===== src/clock_port_pkg.sv =====
/*
  constants shared by the clock, port and stop-recovery control block:
  register addresses, bit positions, reset values, wake states and the
  post-wake delay.
  assumes a 40 MHz system clock; the address is {bank, register}.
*/
package clock_port_pkg;

  localparam int          CLK_HZ        = 40_000_000;
  localparam int          ADDR_W        = 12;

  // register addresses, upper nibble is the expanded bank
  localparam logic [11:0] ADDR_PORT_OSC = 12'h00F;
  localparam logic [11:0] ADDR_STOP_REC = 12'hF0B;

  // port_oscillator_control fields
  localparam int          PO_COMP_ROUTE = 0;
  localparam int          PO_P1_PUSH    = 1;
  localparam int          PO_P0_PUSH    = 2;
  localparam int          PO_EMI_LSB    = 3;
  localparam int          PO_OSC_STD    = 7;
  localparam logic [7:0]  PORT_OSC_RST  = 8'hFE;

  // stop_recovery_control fields
  localparam int          SR_DIV16      = 0;
  localparam int          SR_NO_DIV2    = 1;
  localparam int          SR_SRC_LSB    = 2;
  localparam int          SR_SRC_MSB    = 4;
  localparam int          SR_DELAY      = 5;
  localparam int          SR_LEVEL      = 6;
  localparam int          SR_WARM       = 7;
  localparam logic [6:0]  STOP_REC_RST  = 7'h20;

  // wake source encodings
  localparam logic [2:0]  SRC_POR_ONLY  = 3'h0;
  localparam logic [2:0]  SRC_P3_LINE0  = 3'h1;
  localparam logic [2:0]  SRC_P3_LINE1  = 3'h2;
  localparam logic [2:0]  SRC_P3_LINE2  = 3'h3;
  localparam logic [2:0]  SRC_P3_LINE3  = 3'h4;
  localparam logic [2:0]  SRC_P2_LINE7  = 3'h5;
  localparam logic [2:0]  SRC_P2_NOR4   = 3'h6;
  localparam logic [2:0]  SRC_P2_NOR8   = 3'h7;

  // clock ratios
  localparam logic [4:0]  DIV_BY_TWO    = 5'h02;
  localparam logic [4:0]  DIV_BY_16     = 5'h10;

  // post-wake reset delay
  localparam int          WAKE_DELAY_MS = 5;
  localparam int          WAKE_DELAY_CYC =
    WAKE_DELAY_MS * (CLK_HZ / 1000);
  localparam int          DLY_W         = 18;

  typedef enum logic [1:0] {
    ST_RUN     = 2'b00,
    ST_STOPPED = 2'b01,
    ST_DELAY   = 2'b10
  } wake_state_t;

endpackage : clock_port_pkg


===== src/clock_ratio_divider.sv =====
/*
  clock ratio divider: gives one tick per core/timer clock period,
  with an optional divide-by-two followed by an optional divide-by-16.
  assumes the caller holds run low while the device is stopped.
*/
`timescale 1ns/1ps
module clock_ratio_divider
  import clock_port_pkg::*;
(
  input  wire logic clock,
  input  wire logic sys_rst,
  input  wire logic run,
  input  wire logic div2En,
  input  wire logic div16En,
  output logic      tick
);

  logic [4:0] cnt_ff;
  logic [4:0] nxt_cnt;
  logic       tick_ff;
  logic [4:0] ratioTop;
  logic       wrap;

  // one counter serves both: with both enabled it tops at 5'h1F, so ratios multiply
  assign ratioTop = (div16En ? (div2En ? 5'h1F : DIV_BY_16 - 5'h01)
                             : (div2En ? DIV_BY_TWO - 5'h01
                                       : 5'h00));
  assign wrap     = (cnt_ff >= ratioTop);
  assign nxt_cnt  = (!run || wrap) ? 5'h00 : cnt_ff + 5'h01;

  always_ff @(posedge clock or posedge sys_rst) begin
    if (sys_rst) begin
      cnt_ff  <= 5'h00;
      tick_ff <= 1'b0;
    end else begin
      cnt_ff  <= nxt_cnt;
      tick_ff <= run && wrap;
    end
  end

  assign tick = tick_ff;

endmodule : clock_ratio_divider


===== src/clock_port_stop_ctrl.sv =====
/*
  port/oscillator control and stop-recovery control: two registers,
  port drive modes, comparator routing, core/timer clock ratio and
  the STOP wake sequence with its warm-start flag.
  assumes sys_rst is the power-on reset and that the core raises
  stopReq for one cycle when it executes STOP.
*/
// Decided for this implementation: the plain strobed port.
// Function
// - bit 0 set routes comparator outputs onto port3_line4 and port3_line7.
// - bit 1 picks open-drain (0) or push-pull (1) for port 1.
// - bit 2 picks open-drain (0) or push-pull (1) for port 0.
// - bits 3..6 pick low-EMI (0) or standard drive for ports 0..3.
// - bit 7 picks low-noise (0) or standard oscillator drive.
// - stop_recovery_control is write-only except read-only bit 7.
// - bit 7 is set on STOP recovery, cleared only by power-on.
// - stop_recovery_control decodes at bank F, register 0BH.
// - bit 0 engages divide-by-16 on core and timer clocks.
// - bit 1 low halves the external clock, high passes it.
// - bits 2..4 pick the STOP wake source.
// - port3_lines_1_to_3 cannot wake while set as analog inputs.
// - a port 2 pin set as output is sampled from its own drive.
// - bit 6 picks the wake level.
// - bit 5 controls the reset delay after STOP recovery.
// - source codes: none, port3 lines 0..3, port2_line7, two NORs.
// - delay bit high gives 5 ms reset delay, low skips it.
// - level bit high wakes on high, low on low; resets low.
`timescale 1ns/1ps
module clock_port_stop_ctrl
  import clock_port_pkg::*;
#(
  parameter int WAKE_DELAY = WAKE_DELAY_CYC
)
(
  input  wire logic              clock,
  input  wire logic              sys_rst,
  // register port
  input  wire logic [ADDR_W-1:0] regAddr,
  input  wire logic [7:0]        regWrData,
  input  wire logic              regWrite,
  input  wire logic              regRead,
  output logic      [7:0]        regRdData,
  // core status
  input  wire logic              stopReq,
  input  wire logic              haltMode,
  // port 0 and port 1 pad drive
  input  wire logic [7:0]        port0Data,
  input  wire logic [7:0]        port0Dir,
  input  wire logic [7:0]        port1Data,
  input  wire logic [7:0]        port1Dir,
  output logic      [7:0]        port0Out,
  output logic      [7:0]        port0OutEn,
  output logic      [7:0]        port1Out,
  output logic      [7:0]        port1OutEn,
  // port 3 lines 4 and 7
  input  wire logic [1:0]        compOut,
  input  wire logic              port3Line4Data,
  input  wire logic              port3Line7Data,
  output logic                   port3Line4Out,
  output logic                   port3Line7Out,
  // wake sources
  input  wire logic [3:0]        port3In,
  input  wire logic [3:1]        port3Analog,
  input  wire logic [7:0]        port2In,
  input  wire logic [7:0]        port2Out,
  input  wire logic [7:0]        port2OutEn,
  // drive strength outputs
  output logic      [3:0]        portStdDrive,
  output logic                   oscStdDrive,
  // clocking and recovery
  output logic                   coreTick,
  output logic                   timerTick,
  output logic                   stopped,
  output logic                   wakeReset,
  output logic                   warmStart
);

  logic [7:0]      portOsc_ff;
  logic [6:0]      stopRec_ff;
  logic            warm_ff;
  logic [7:0]      rdData_ff;
  logic [7:0]      nxt_rdData;
  wake_state_t     state_ff;
  wake_state_t     nxt_state;
  logic [DLY_W-1:0] dly_ff;
  logic [DLY_W-1:0] nxt_dly;
  logic [7:0]      p0Out_ff;
  logic [7:0]      p0En_ff;
  logic [7:0]      p1Out_ff;
  logic [7:0]      p1En_ff;
  logic            p34_ff;
  logic            p37_ff;

  // address decode
  wire selPortOsc  = (regAddr == ADDR_PORT_OSC);
  wire selStopRec  = (regAddr == ADDR_STOP_REC);
  wire wrPortOsc   = regWrite && selPortOsc;
  wire wrStopRec   = regWrite && selStopRec;

  // register fields
  wire       compRoute = portOsc_ff[PO_COMP_ROUTE];
  wire       p1Push    = portOsc_ff[PO_P1_PUSH];
  wire       p0Push    = portOsc_ff[PO_P0_PUSH];
  wire [2:0] wakeSrc   = stopRec_ff[SR_SRC_MSB:SR_SRC_LSB];
  wire       delaySel  = stopRec_ff[SR_DELAY];
  wire       levelSel  = stopRec_ff[SR_LEVEL];
  wire       div16Sel  = stopRec_ff[SR_DIV16];
  wire       noDiv2    = stopRec_ff[SR_NO_DIV2];

  // pad enable for an open-drain or push-pull pin:
  // open-drain only drives while pulling low
  function automatic logic padEnable(
    input logic dirOut,
    input logic data,
    input logic pushPull
  );
    padEnable = dirOut && (pushPull || !data);
  endfunction : padEnable

  // port 2 as seen by the wake logic: an output pin reads back
  // its own drive so a pin cannot wake on a value it is not showing
  wire [7:0] p2Seen;
  genvar g;
  generate
    for (g = 0; g < 8; g++) begin : g_p2
      assign p2Seen[g] = port2OutEn[g] ? port2Out[g]
                                       : port2In[g];
    end
  endgenerate

  // wake source selection
  function automatic logic wakeLevel(
    input logic [2:0] src,
    input logic [3:0] p3,
    input logic [7:0] p2
  );
    logic v;
    v = 1'b0;
    if (src == SRC_P3_LINE0) begin
      v = p3[0];
    end else if (src == SRC_P3_LINE1) begin
      v = p3[1];
    end else if (src == SRC_P3_LINE2) begin
      v = p3[2];
    end else if (src == SRC_P3_LINE3) begin
      v = p3[3];
    end else if (src == SRC_P2_LINE7) begin
      v = p2[7];
    end else if (src == SRC_P2_NOR4) begin
      v = ~|p2[3:0];
    end else if (src == SRC_P2_NOR8) begin
      v = ~|p2;
    end
    wakeLevel = v;
  endfunction : wakeLevel

  // an analog line or the power-on-only code never wakes the device;
  // line 0 has no analog mode, so it can always wake
  wire srcBlocked =
    (wakeSrc == SRC_POR_ONLY) ||
    (wakeSrc == SRC_P3_LINE1 && port3Analog[1]) ||
    (wakeSrc == SRC_P3_LINE2 && port3Analog[2]) ||
    (wakeSrc == SRC_P3_LINE3 && port3Analog[3]);

  wire srcLevel = wakeLevel(wakeSrc, port3In, p2Seen);
  // level compare: high when levelSel is 1, low when 0; no filter, so
  // a noisy source wakes the device on its first matching sample
  wire wakeHit  = !srcBlocked &&
                  (srcLevel == levelSel);

  // counting down to zero gives WAKE_DELAY cycles of reset
  wire [DLY_W-1:0] delayLoad =
    delaySel ? DLY_W'(WAKE_DELAY - 1)
             : {DLY_W{1'b0}};

  // wake sequence: stop until the source matches, then hold the
  // core in reset for the delay (one cycle when the delay is off)
  always_comb begin
    nxt_state = state_ff;
    nxt_dly   = dly_ff;
    case (state_ff)
      ST_RUN: begin
        if (stopReq) begin
          nxt_state = ST_STOPPED;
        end
      end
      ST_STOPPED: begin
        if (wakeHit) begin
          nxt_state = ST_DELAY;
          nxt_dly   = delayLoad;
        end
      end
      ST_DELAY: begin
        if (dly_ff == {DLY_W{1'b0}}) begin
          nxt_state = ST_RUN;
        end else begin
          nxt_dly = dly_ff - DLY_W'(1);
        end
      end
      default: begin
        nxt_state = ST_RUN;
      end
    endcase
  end

  // the flag is set on the edge that leaves STOPPED, together with
  // the start of the post-wake reset
  wire wakeEvent = (state_ff == ST_STOPPED) && wakeHit;

  always_ff @(posedge clock or posedge sys_rst) begin
    if (sys_rst) begin
      state_ff <= ST_RUN;
      dly_ff   <= {DLY_W{1'b0}};
    end else begin
      state_ff <= nxt_state;
      dly_ff   <= nxt_dly;
    end
  end

  // registers: a stop recovery does not reload them, only power-on
  always_ff @(posedge clock or posedge sys_rst) begin
    if (sys_rst) begin
      portOsc_ff <= PORT_OSC_RST;
    end else if (wrPortOsc) begin
      portOsc_ff <= regWrData;
    end
  end

  // bit 7 is not stored here: the warm flag has no write path
  always_ff @(posedge clock or posedge sys_rst) begin
    if (sys_rst) begin
      stopRec_ff <= STOP_REC_RST;
    end else if (wrStopRec) begin
      stopRec_ff <= regWrData[6:0];
    end
  end

  // warm flag has no software clear, so no set/clear race exists
  always_ff @(posedge clock or posedge sys_rst) begin
    if (sys_rst) begin
      warm_ff <= 1'b0;
    end else if (wakeEvent) begin
      warm_ff <= 1'b1;
    end
  end

  // read path: write-only bits of stop recovery read as zero
  wire rdPortOsc = regRead && selPortOsc;
  wire rdStopRec = regRead && selStopRec;
  assign nxt_rdData =
    rdPortOsc ? portOsc_ff :
    rdStopRec ? {warm_ff, 7'h00} :
                              8'h00;

  always_ff @(posedge clock or posedge sys_rst) begin
    if (sys_rst) begin
      rdData_ff <= 8'h00;
    end else begin
      rdData_ff <= nxt_rdData;
    end
  end

  // port 0 and port 1 pad drive
  wire [7:0] p0EnNext;
  wire [7:0] p1EnNext;
  generate
    for (g = 0; g < 8; g++) begin : g_pad
      assign p0EnNext[g] =
        padEnable(port0Dir[g], port0Data[g], p0Push);
      assign p1EnNext[g] =
        padEnable(port1Dir[g], port1Data[g], p1Push);
    end
  endgenerate

  // registered so the pad enables only move on a clock edge, never
  // on a combinational glitch of the data or direction inputs
  always_ff @(posedge clock or posedge sys_rst) begin
    if (sys_rst) begin
      p0Out_ff <= 8'h00;
      p0En_ff  <= 8'h00;
      p1Out_ff <= 8'h00;
      p1En_ff  <= 8'h00;
    end else begin
      p0Out_ff <= port0Data;
      p0En_ff  <= p0EnNext;
      p1Out_ff <= port1Data;
      p1En_ff  <= p1EnNext;
    end
  end

  // comparator routing on port 3 lines 4 and 7
  wire p34Next = compRoute ? compOut[0] : port3Line4Data;
  wire p37Next = compRoute ? compOut[1] : port3Line7Data;

  always_ff @(posedge clock or posedge sys_rst) begin
    if (sys_rst) begin
      p34_ff <= 1'b0;
      p37_ff <= 1'b0;
    end else begin
      p34_ff <= p34Next;
      p37_ff <= p37Next;
    end
  end

  // clock ratio: the divider follows the next state, so the tick
  // registered on the STOP edge is already suppressed and none shows
  // while stopped or in the wake delay; it restarts on the last delay
  // cycle so that the first tick lands in RUN
  wire clkRun  = (nxt_state == ST_RUN);
  wire div2Use = !noDiv2;
  wire rawTick;

  clock_ratio_divider clock_ratio_divider_i (
    .clock   (clock),
    .sys_rst (sys_rst),
    .run     (clkRun),
    .div2En  (div2Use),
    .div16En (div16Sel),
    .tick    (rawTick)
  );

  // timer clock keeps running in HALT, the core clock does not
  assign coreTick  = rawTick && !haltMode;
  assign timerTick = rawTick;

  assign regRdData    = rdData_ff;
  assign port0Out     = p0Out_ff;
  assign port0OutEn   = p0En_ff;
  assign port1Out     = p1Out_ff;
  assign port1OutEn   = p1En_ff;
  assign port3Line4Out = p34_ff;
  assign port3Line7Out = p37_ff;
  // drive bits pass straight through; oscillator ratio untouched
  assign portStdDrive =
    portOsc_ff[PO_EMI_LSB+3:PO_EMI_LSB];
  assign oscStdDrive  = portOsc_ff[PO_OSC_STD];
  assign stopped      = (state_ff == ST_STOPPED);
  assign wakeReset    = (state_ff == ST_DELAY);
  assign warmStart    = warm_ff;

endmodule : clock_port_stop_ctrl


===== config.mk =====
export PLATFORM = sky130hd
export DESIGN_NAME = clock_port_stop_ctrl
export DESIGN_NICKNAME = d
export VERILOG_FILES = /design/src/clock_port_pkg.sv /design/src/clock_ratio_divider.sv /design/src/clock_port_stop_ctrl.sv
export SDC_FILE = /design/constraint.sdc
export NUM_CORES = 1
export LEC_CHECK = 0
export BUFFER_PORTS_ARGS = -buffer_cell sky130_fd_sc_hd__buf_2
export CORE_ASPECT_RATIO = 0.5
export CORE_MARGIN = 10
export CORE_UTILIZATION = 40
export DETAILED_ROUTE_END_ITERATION = 8
export GPL_TIMING_DRIVEN = 0
export PLACE_DENSITY = 0.65
export SLEW_MARGIN = 25
export SYNTH_ARGS = -nofsm -noshare
export SYNTH_HDL_FRONTEND = slang
export SYNTH_SLANG_ARGS = --single-unit

===== constraint.sdc =====
create_clock -name clock -period 3.3 [get_ports clock]
set_input_delay 0.33 -clock clock [delete_from_list [all_inputs] [get_ports clock]]
set_output_delay 0.33 -clock clock [all_outputs]
set_load 0.05 [all_outputs]

## After elaboration in Yosys (flattened, before gate mapping)

Cells that the tools add are included.

- Flip-flop bits (word level): 84
- Bits in latches: 0
- Bits in writable memories: 0
- ROM bits: 0
- Input port bits: 93
- Output and inout bits: 52
- Word-level logic and storage cells: 138
- Memories kept: 0

- Add/subtract/negate cells: 2
- $mul: 0
- Div/mod/pow operators: 0
- Order comparisons: 1
- Eq/ne operators: 14
- Shift operators: 0
- Multiplexer cells: 31
- Bitwise gates (word level): 0
- Reductions and logical operators: 76

Operators with widths:

| operator | count |
|---|---|
| $mux W18 | 3 |
| $pmux W18 S2 | 1 |
| $logic_and A1 B1 Y1 | 27 |
| $logic_not A1 Y1 | 21 |
| $logic_or A1 B1 Y1 | 20 |
| $logic_not A18 Y1 | 1 |
| $mux W1 | 18 |
| $sub A18 B1 Y18 const B | 1 |
| $mux W8 | 2 |
| $mux W5 | 3 |
| $eq A12 B12 Y1 const B | 1 |
| $eq A12 B4 Y1 const B | 1 |
| $eq A3 B3 Y1 const B | 4 |
| $reduce_or A8 Y1 | 1 |
| $eq A3 B2 Y1 const B | 2 |
| $mux W2 | 3 |
| $pmux W2 S3 | 1 |
| $add A5 B1 Y5 const B | 1 |
| $ge A5 B5 Y1 | 1 |
| $logic_not A2 Y1 | 2 |
| $reduce_or A4 Y1 | 1 |
| $eq A3 B1 Y1 const B | 1 |
| $logic_not A3 Y1 | 1 |
| $reduce_and A3 Y1 | 1 |
| 6 further kinds | 6 |

## Longest topological paths before layout

- Depth in word-level cells: 18
- Gate-level depth with buffers: 10
- Depth with buffers taken out: 10

## Cells and area by module

From an unflattened synthesis, not the netlist that was laid out.

- Cell total of the unflattened synthesis: 336
- Area total of the unflattened synthesis: 3990.1 sq um

Modules (own cells, without submodules):

| module | instances | cells an instance | area an instance (sq um) | seq. area each (sq um) |
|---|---|---|---|---|
| clock_port_stop_ctrl | 1 | 300 | 3628.5 | 1961.9 |
| clock_ratio_divider | 1 | 36 | 361.6 | 150.1 |

## Worst setup path after synthesis

Ideal clock, no wire load.

- Kind: reg-to-reg
- Start: register state_ff[0]
- End: register state_ff[1]
- Library setup time: 125 ps
- Arrival time: 2209 ps
- Required time: 3175 ps
- Slack: 966 ps
- Cell stages (with the launch flop): 8
- Buffers on the path: 1
- Clock period less this slack: 2334 ps
- Path through: dfrtp_1 > inv_1 > ha_1 > clkbuf_1 > clkinv_1 > nor2_1 > nor3_1 > a2111oi_0

- Longest elaborated chain between the ends: 2
- Elaborated cells between the ends (all ways): 4
- Those cells by class: eq/ne (2); mux (1); reduce/logical (1)

RTL lines:

| what | RTL line | text |
|---|---|---|
| from (decl) | clock_port_stop_ctrl.sv:83 | `wake_state_t state_ff;` |
| from (signal assigned) | clock_port_stop_ctrl.sv:215 | `state_ff <= nxt_state;` |
| $eq A2 B2 Y1 | n/a |  |
| via wakeReset | clock_port_stop_ctrl.sv:74 | `output logic wakeReset,` |
| $pmux W2 S3 | clock_port_stop_ctrl.sv:181 | `case (state_ff)` |
| via nxt_state[1] | clock_port_stop_ctrl.sv:84 | `wake_state_t nxt_state;` |

The timed path passes the listed nets, and every way through them passes these cells.
A chain may end at the register's enable or synchronous reset.

## Worst setup path in the final report

- Start: register state_ff[0]
- End: register state_ff[1]

- Longest elaborated chain between the ends: 2
- Elaborated cells between the ends (all ways): 4
- Those cells by class: eq/ne (2); mux (1); reduce/logical (1)

RTL lines:

| what | RTL line |
|---|---|
| $eq A2 B2 Y1, or another cell as far along | clock_port_stop_ctrl.sv:181 |
| $pmux W2 S3 (*) | clock_port_stop_ctrl.sv:181 |
| via nxt_state[1] | clock_port_stop_ctrl.sv:84 |

The timed path passes the listed nets; every way through them passes the cells marked *.

==> flow_summary.json <==
{
  "antenna_found_initial": 0,
  "io_buffer_count": 144,
  "crit_arrival_ps": 2730,
  "power_frac_comb_pct": 29.2,
  "die_h_um": 90.1,
  "placed_area_mm2": 0.00484,
  "holdWs_ps": 37.7,
  "p_int_mw": 2.02,
  "drt_iter0_drc": 132,
  "synth_area_per_cell_um2": 11.0,
  "synthDistinctLibCells": 58,
  "hold_violations": 0,
  "maxSlewViolCount": 0,
  "drc": 0,
  "layout_commonest_cell": "buf_2",
  "ant_nets": 0,
  "cts_buffers": 9,
  "htree_levels": 3,
  "detail_route.wl_per_cell_um": 16.2,
  "vias": 3222,
  "die_area_mm2": 0.0144,
  "clk_latency_ps": 340,
  "pin_count": 145,
  "final_cell_mix": "145 x buf_2, 76 x dfrtp_1, 28 x nand2_1, 25 x nor2_1, 18 x mux2_2",
  "viasPerCell": 4.93,
  "firstDrtPassIters": 4,
  "drive_gt1_share_pct": 40.0,
  "grt_pass1_vias": 3329,
  "max_slew.worst_pin.slew_ps": 539,
  "wirelength_mm": 10.6,
  "busiest_layer": "met2",
  "synth_seq_area_share_pct": 53.8,
  "fmax_mhz": 397,
  "power.switching_mw": 1.05,
  "fin_setup_tns_ps": 0,
  "gp_congestion": 0.822,
  "critPathTopFamily": "buffers and inverters",
  "leakage_nw": 2.57,
  "worst-path-buf-inv": 3,
  "pre_cts_slack_ps": 833,
  "power_density_mw_per_mm2": 597,
  "rows": 25,
  "syn_to_final_growth_pct": 31.0,
  "max_stage_delay_ps": 470,
  "clk_pin_slew_ps": 60,
  "endpoint_kind": "flop",
  "synth-seq-cells": 84,
  "synth_fp_nets": 462,
  "yosys_warnings": 0,
  "fin_ws_ps": 784,
  "syn_area_mm2": 0.00393,
  "finalPower_mw": 3.07,
  "pwr-share-seq_pct": 37.3,
  "ys.flop_type": "dfrtp_1",
  "dpl.cell_count": 637,
  "max-slew-margin-rel_pct": 63.8,
  "grt_usage_pct": 14.6,
  "grt_use_met3_pct": 4.46,
  "crit_path_max_fanout": 10,
  "cp_cell_sequence": "inv_1 > ha_1 > clkbuf_1 > clkinv_1 > nor2_1 > nor3_1 > a2111oi_0",
  "vdd.ir_drop.worst_v": 0.000277,
  "setup_viol": 0,
  "drv_cap": 0,
  "crit_type": "flop to flop",
  "ff2ff_setup_slack_ps": 780,
  "period_share_pct": 76.3,
  "cp_slowest_cell": "nor2_1",
  "synthCells": 357,
  "layoutNonFillerInstCount": 653,
  "fillCellCount": 890,
  "fin_skew_ps": 6.00,
  "required_ps": 3510,
  "swShare_pct": 34.3,
  "cts_tree": "built",
  "hpwl_mm": 8.39,
  "die_x_um": 160,
  "grt_max_degree": 45,
  "grtUsageMet1_pct": 16.3,
  "initial_core_util_pct": 41.3,
  "clk_path_buf_depth": 2,
  "grt_first_pass_wirelength_mm": 17.3,
  "critPathLaunchType": "flop",
  "numClockSinks": 84,
  "grtUsageMet2_pct": 26.1,
  "fin_nets": 618,
  "grt_setup_unrepaired": "false",
  "overflow": 0,
  "hp-class": "input port to asynchronous set/reset pin",
  "status": "complete, no violations",
  "cts-hold-fix-buffers": 0,
  "coreArea_mm2": 0.00951,
  "n_antenna_cell": 0,
  "pwr-share-clk_pct": 33.5,
  "async_reset_ff_share_pct": 100,
  "synth_edf_count": 0,
  "cts-root-buf": "clkbuf_16",
  "ctsResizeCount": 0,
  "utilization_pct": 54.1,
  "min_period_ps": 2520,
  "post_cts_buffers": 0,
  "postLayoutCellArea_mm2": 0.00514
}
## path summary, 6_finish.rpt
check | end | start | cells after the start
setup reg to reg | state_ff[1]$_DFF_PP0_ | state_ff[0]$_DFF_PP0_ | 7
min in group clock | port0Out[2]$_DFF_PP0_ | port0Data[2] | 1
max in group asynchronous | portOsc_ff[6]$_DFFE_PP1P_ | sys_rst | 3
setup / recovery | state_ff[1]$_DFF_PP0_ | state_ff[0]$_DFF_PP0_ | 7
hold reg to reg | clock_ratio_divider_i.cnt_ff[0]$_DFF_PP0_ | clock_ratio_divider_i.cnt_ff[0]$_DFF_PP0_ | 1
hold / removal | port1Out[4]$_DFF_PP0_ | sys_rst | 2
## synthesized netlist by cell type (all sizes together) (4+ instances only)
master	number	area share [%]
a21boi	17	3.2
a21oi	14	1.8
and3	9	1.4
buf	8	1.7
clkbuf	4	0.41
dfrtp	76	48
dfstp	8	5.4
ha	12	3.8
inv	16	1.5
mux2	19	5.5
mux2i	8	2.0
nand2	28	2.7
nand2b	6	0.96
nand3	16	2.0
nand4	5	0.80
nand4b	4	0.89
nor2	25	2.4
nor2b	5	0.80
nor3	14	2.0
nor4	4	0.80
o21ai	14	2.1
o22ai	4	0.64
## layer usage
layer | up-vias | part of all wire (%)
met2 | 61 | 52
met1 | 1544 | 41
met4 | 0 | 1.7
met5 | - | 0
li1 | 1604 | -
met3 | 13 | 4.6
## logic make-up after synthesis
logic type	after synthesis	share of synthesized area (%)
AO/OA/AOI/OAI	77	14.0
XOR/XNOR	3	0.669
adder cells (fa/ha/maj)	12	3.82
buffers and inverters	29	3.70
flip-flops	84	53.8
multiplexers	27	7.58
AND/OR/NAND/NOR	125	16.5
## cell type report
type                       count  area (um^2)  share of cell area, %
clock inverter                 7         80.1                   1.56
multi-input combinational    244         1670                   32.5
inverter                      17         66.3                   1.29
buffer                        12         81.3                   1.58
sequential                    84         2110                   41.1
clock buffer                   9          225                   4.38
tap                          135          169                   3.28
timing repair buffer         145          741                   14.4
## registers in the layout, indices dropped and copies added, names as in the netlist, 2 cells and up
register,count
regRdData,8
port0OutEn,8
state_ff,2
port0Out,8
dly_ff,18
clock_ratio_divider_i.cnt_ff,5
portOsc_ff,8
port1Out,8
stopRec_ff,7
port1OutEn,8
## power by group through the flow
stage	logic, mW	registers (mW)	clock network, mW
after floorplan	0.570	1.25	0
after global placement	0.888	1.16	0
after detailed placement	0.894	1.16	0
after CTS	0.899	1.15	1.06
after global routing	0.994	1.16	1.11
final	0.897	1.15	1.03
Note: power is estimated with default switching activity, not from simulation.
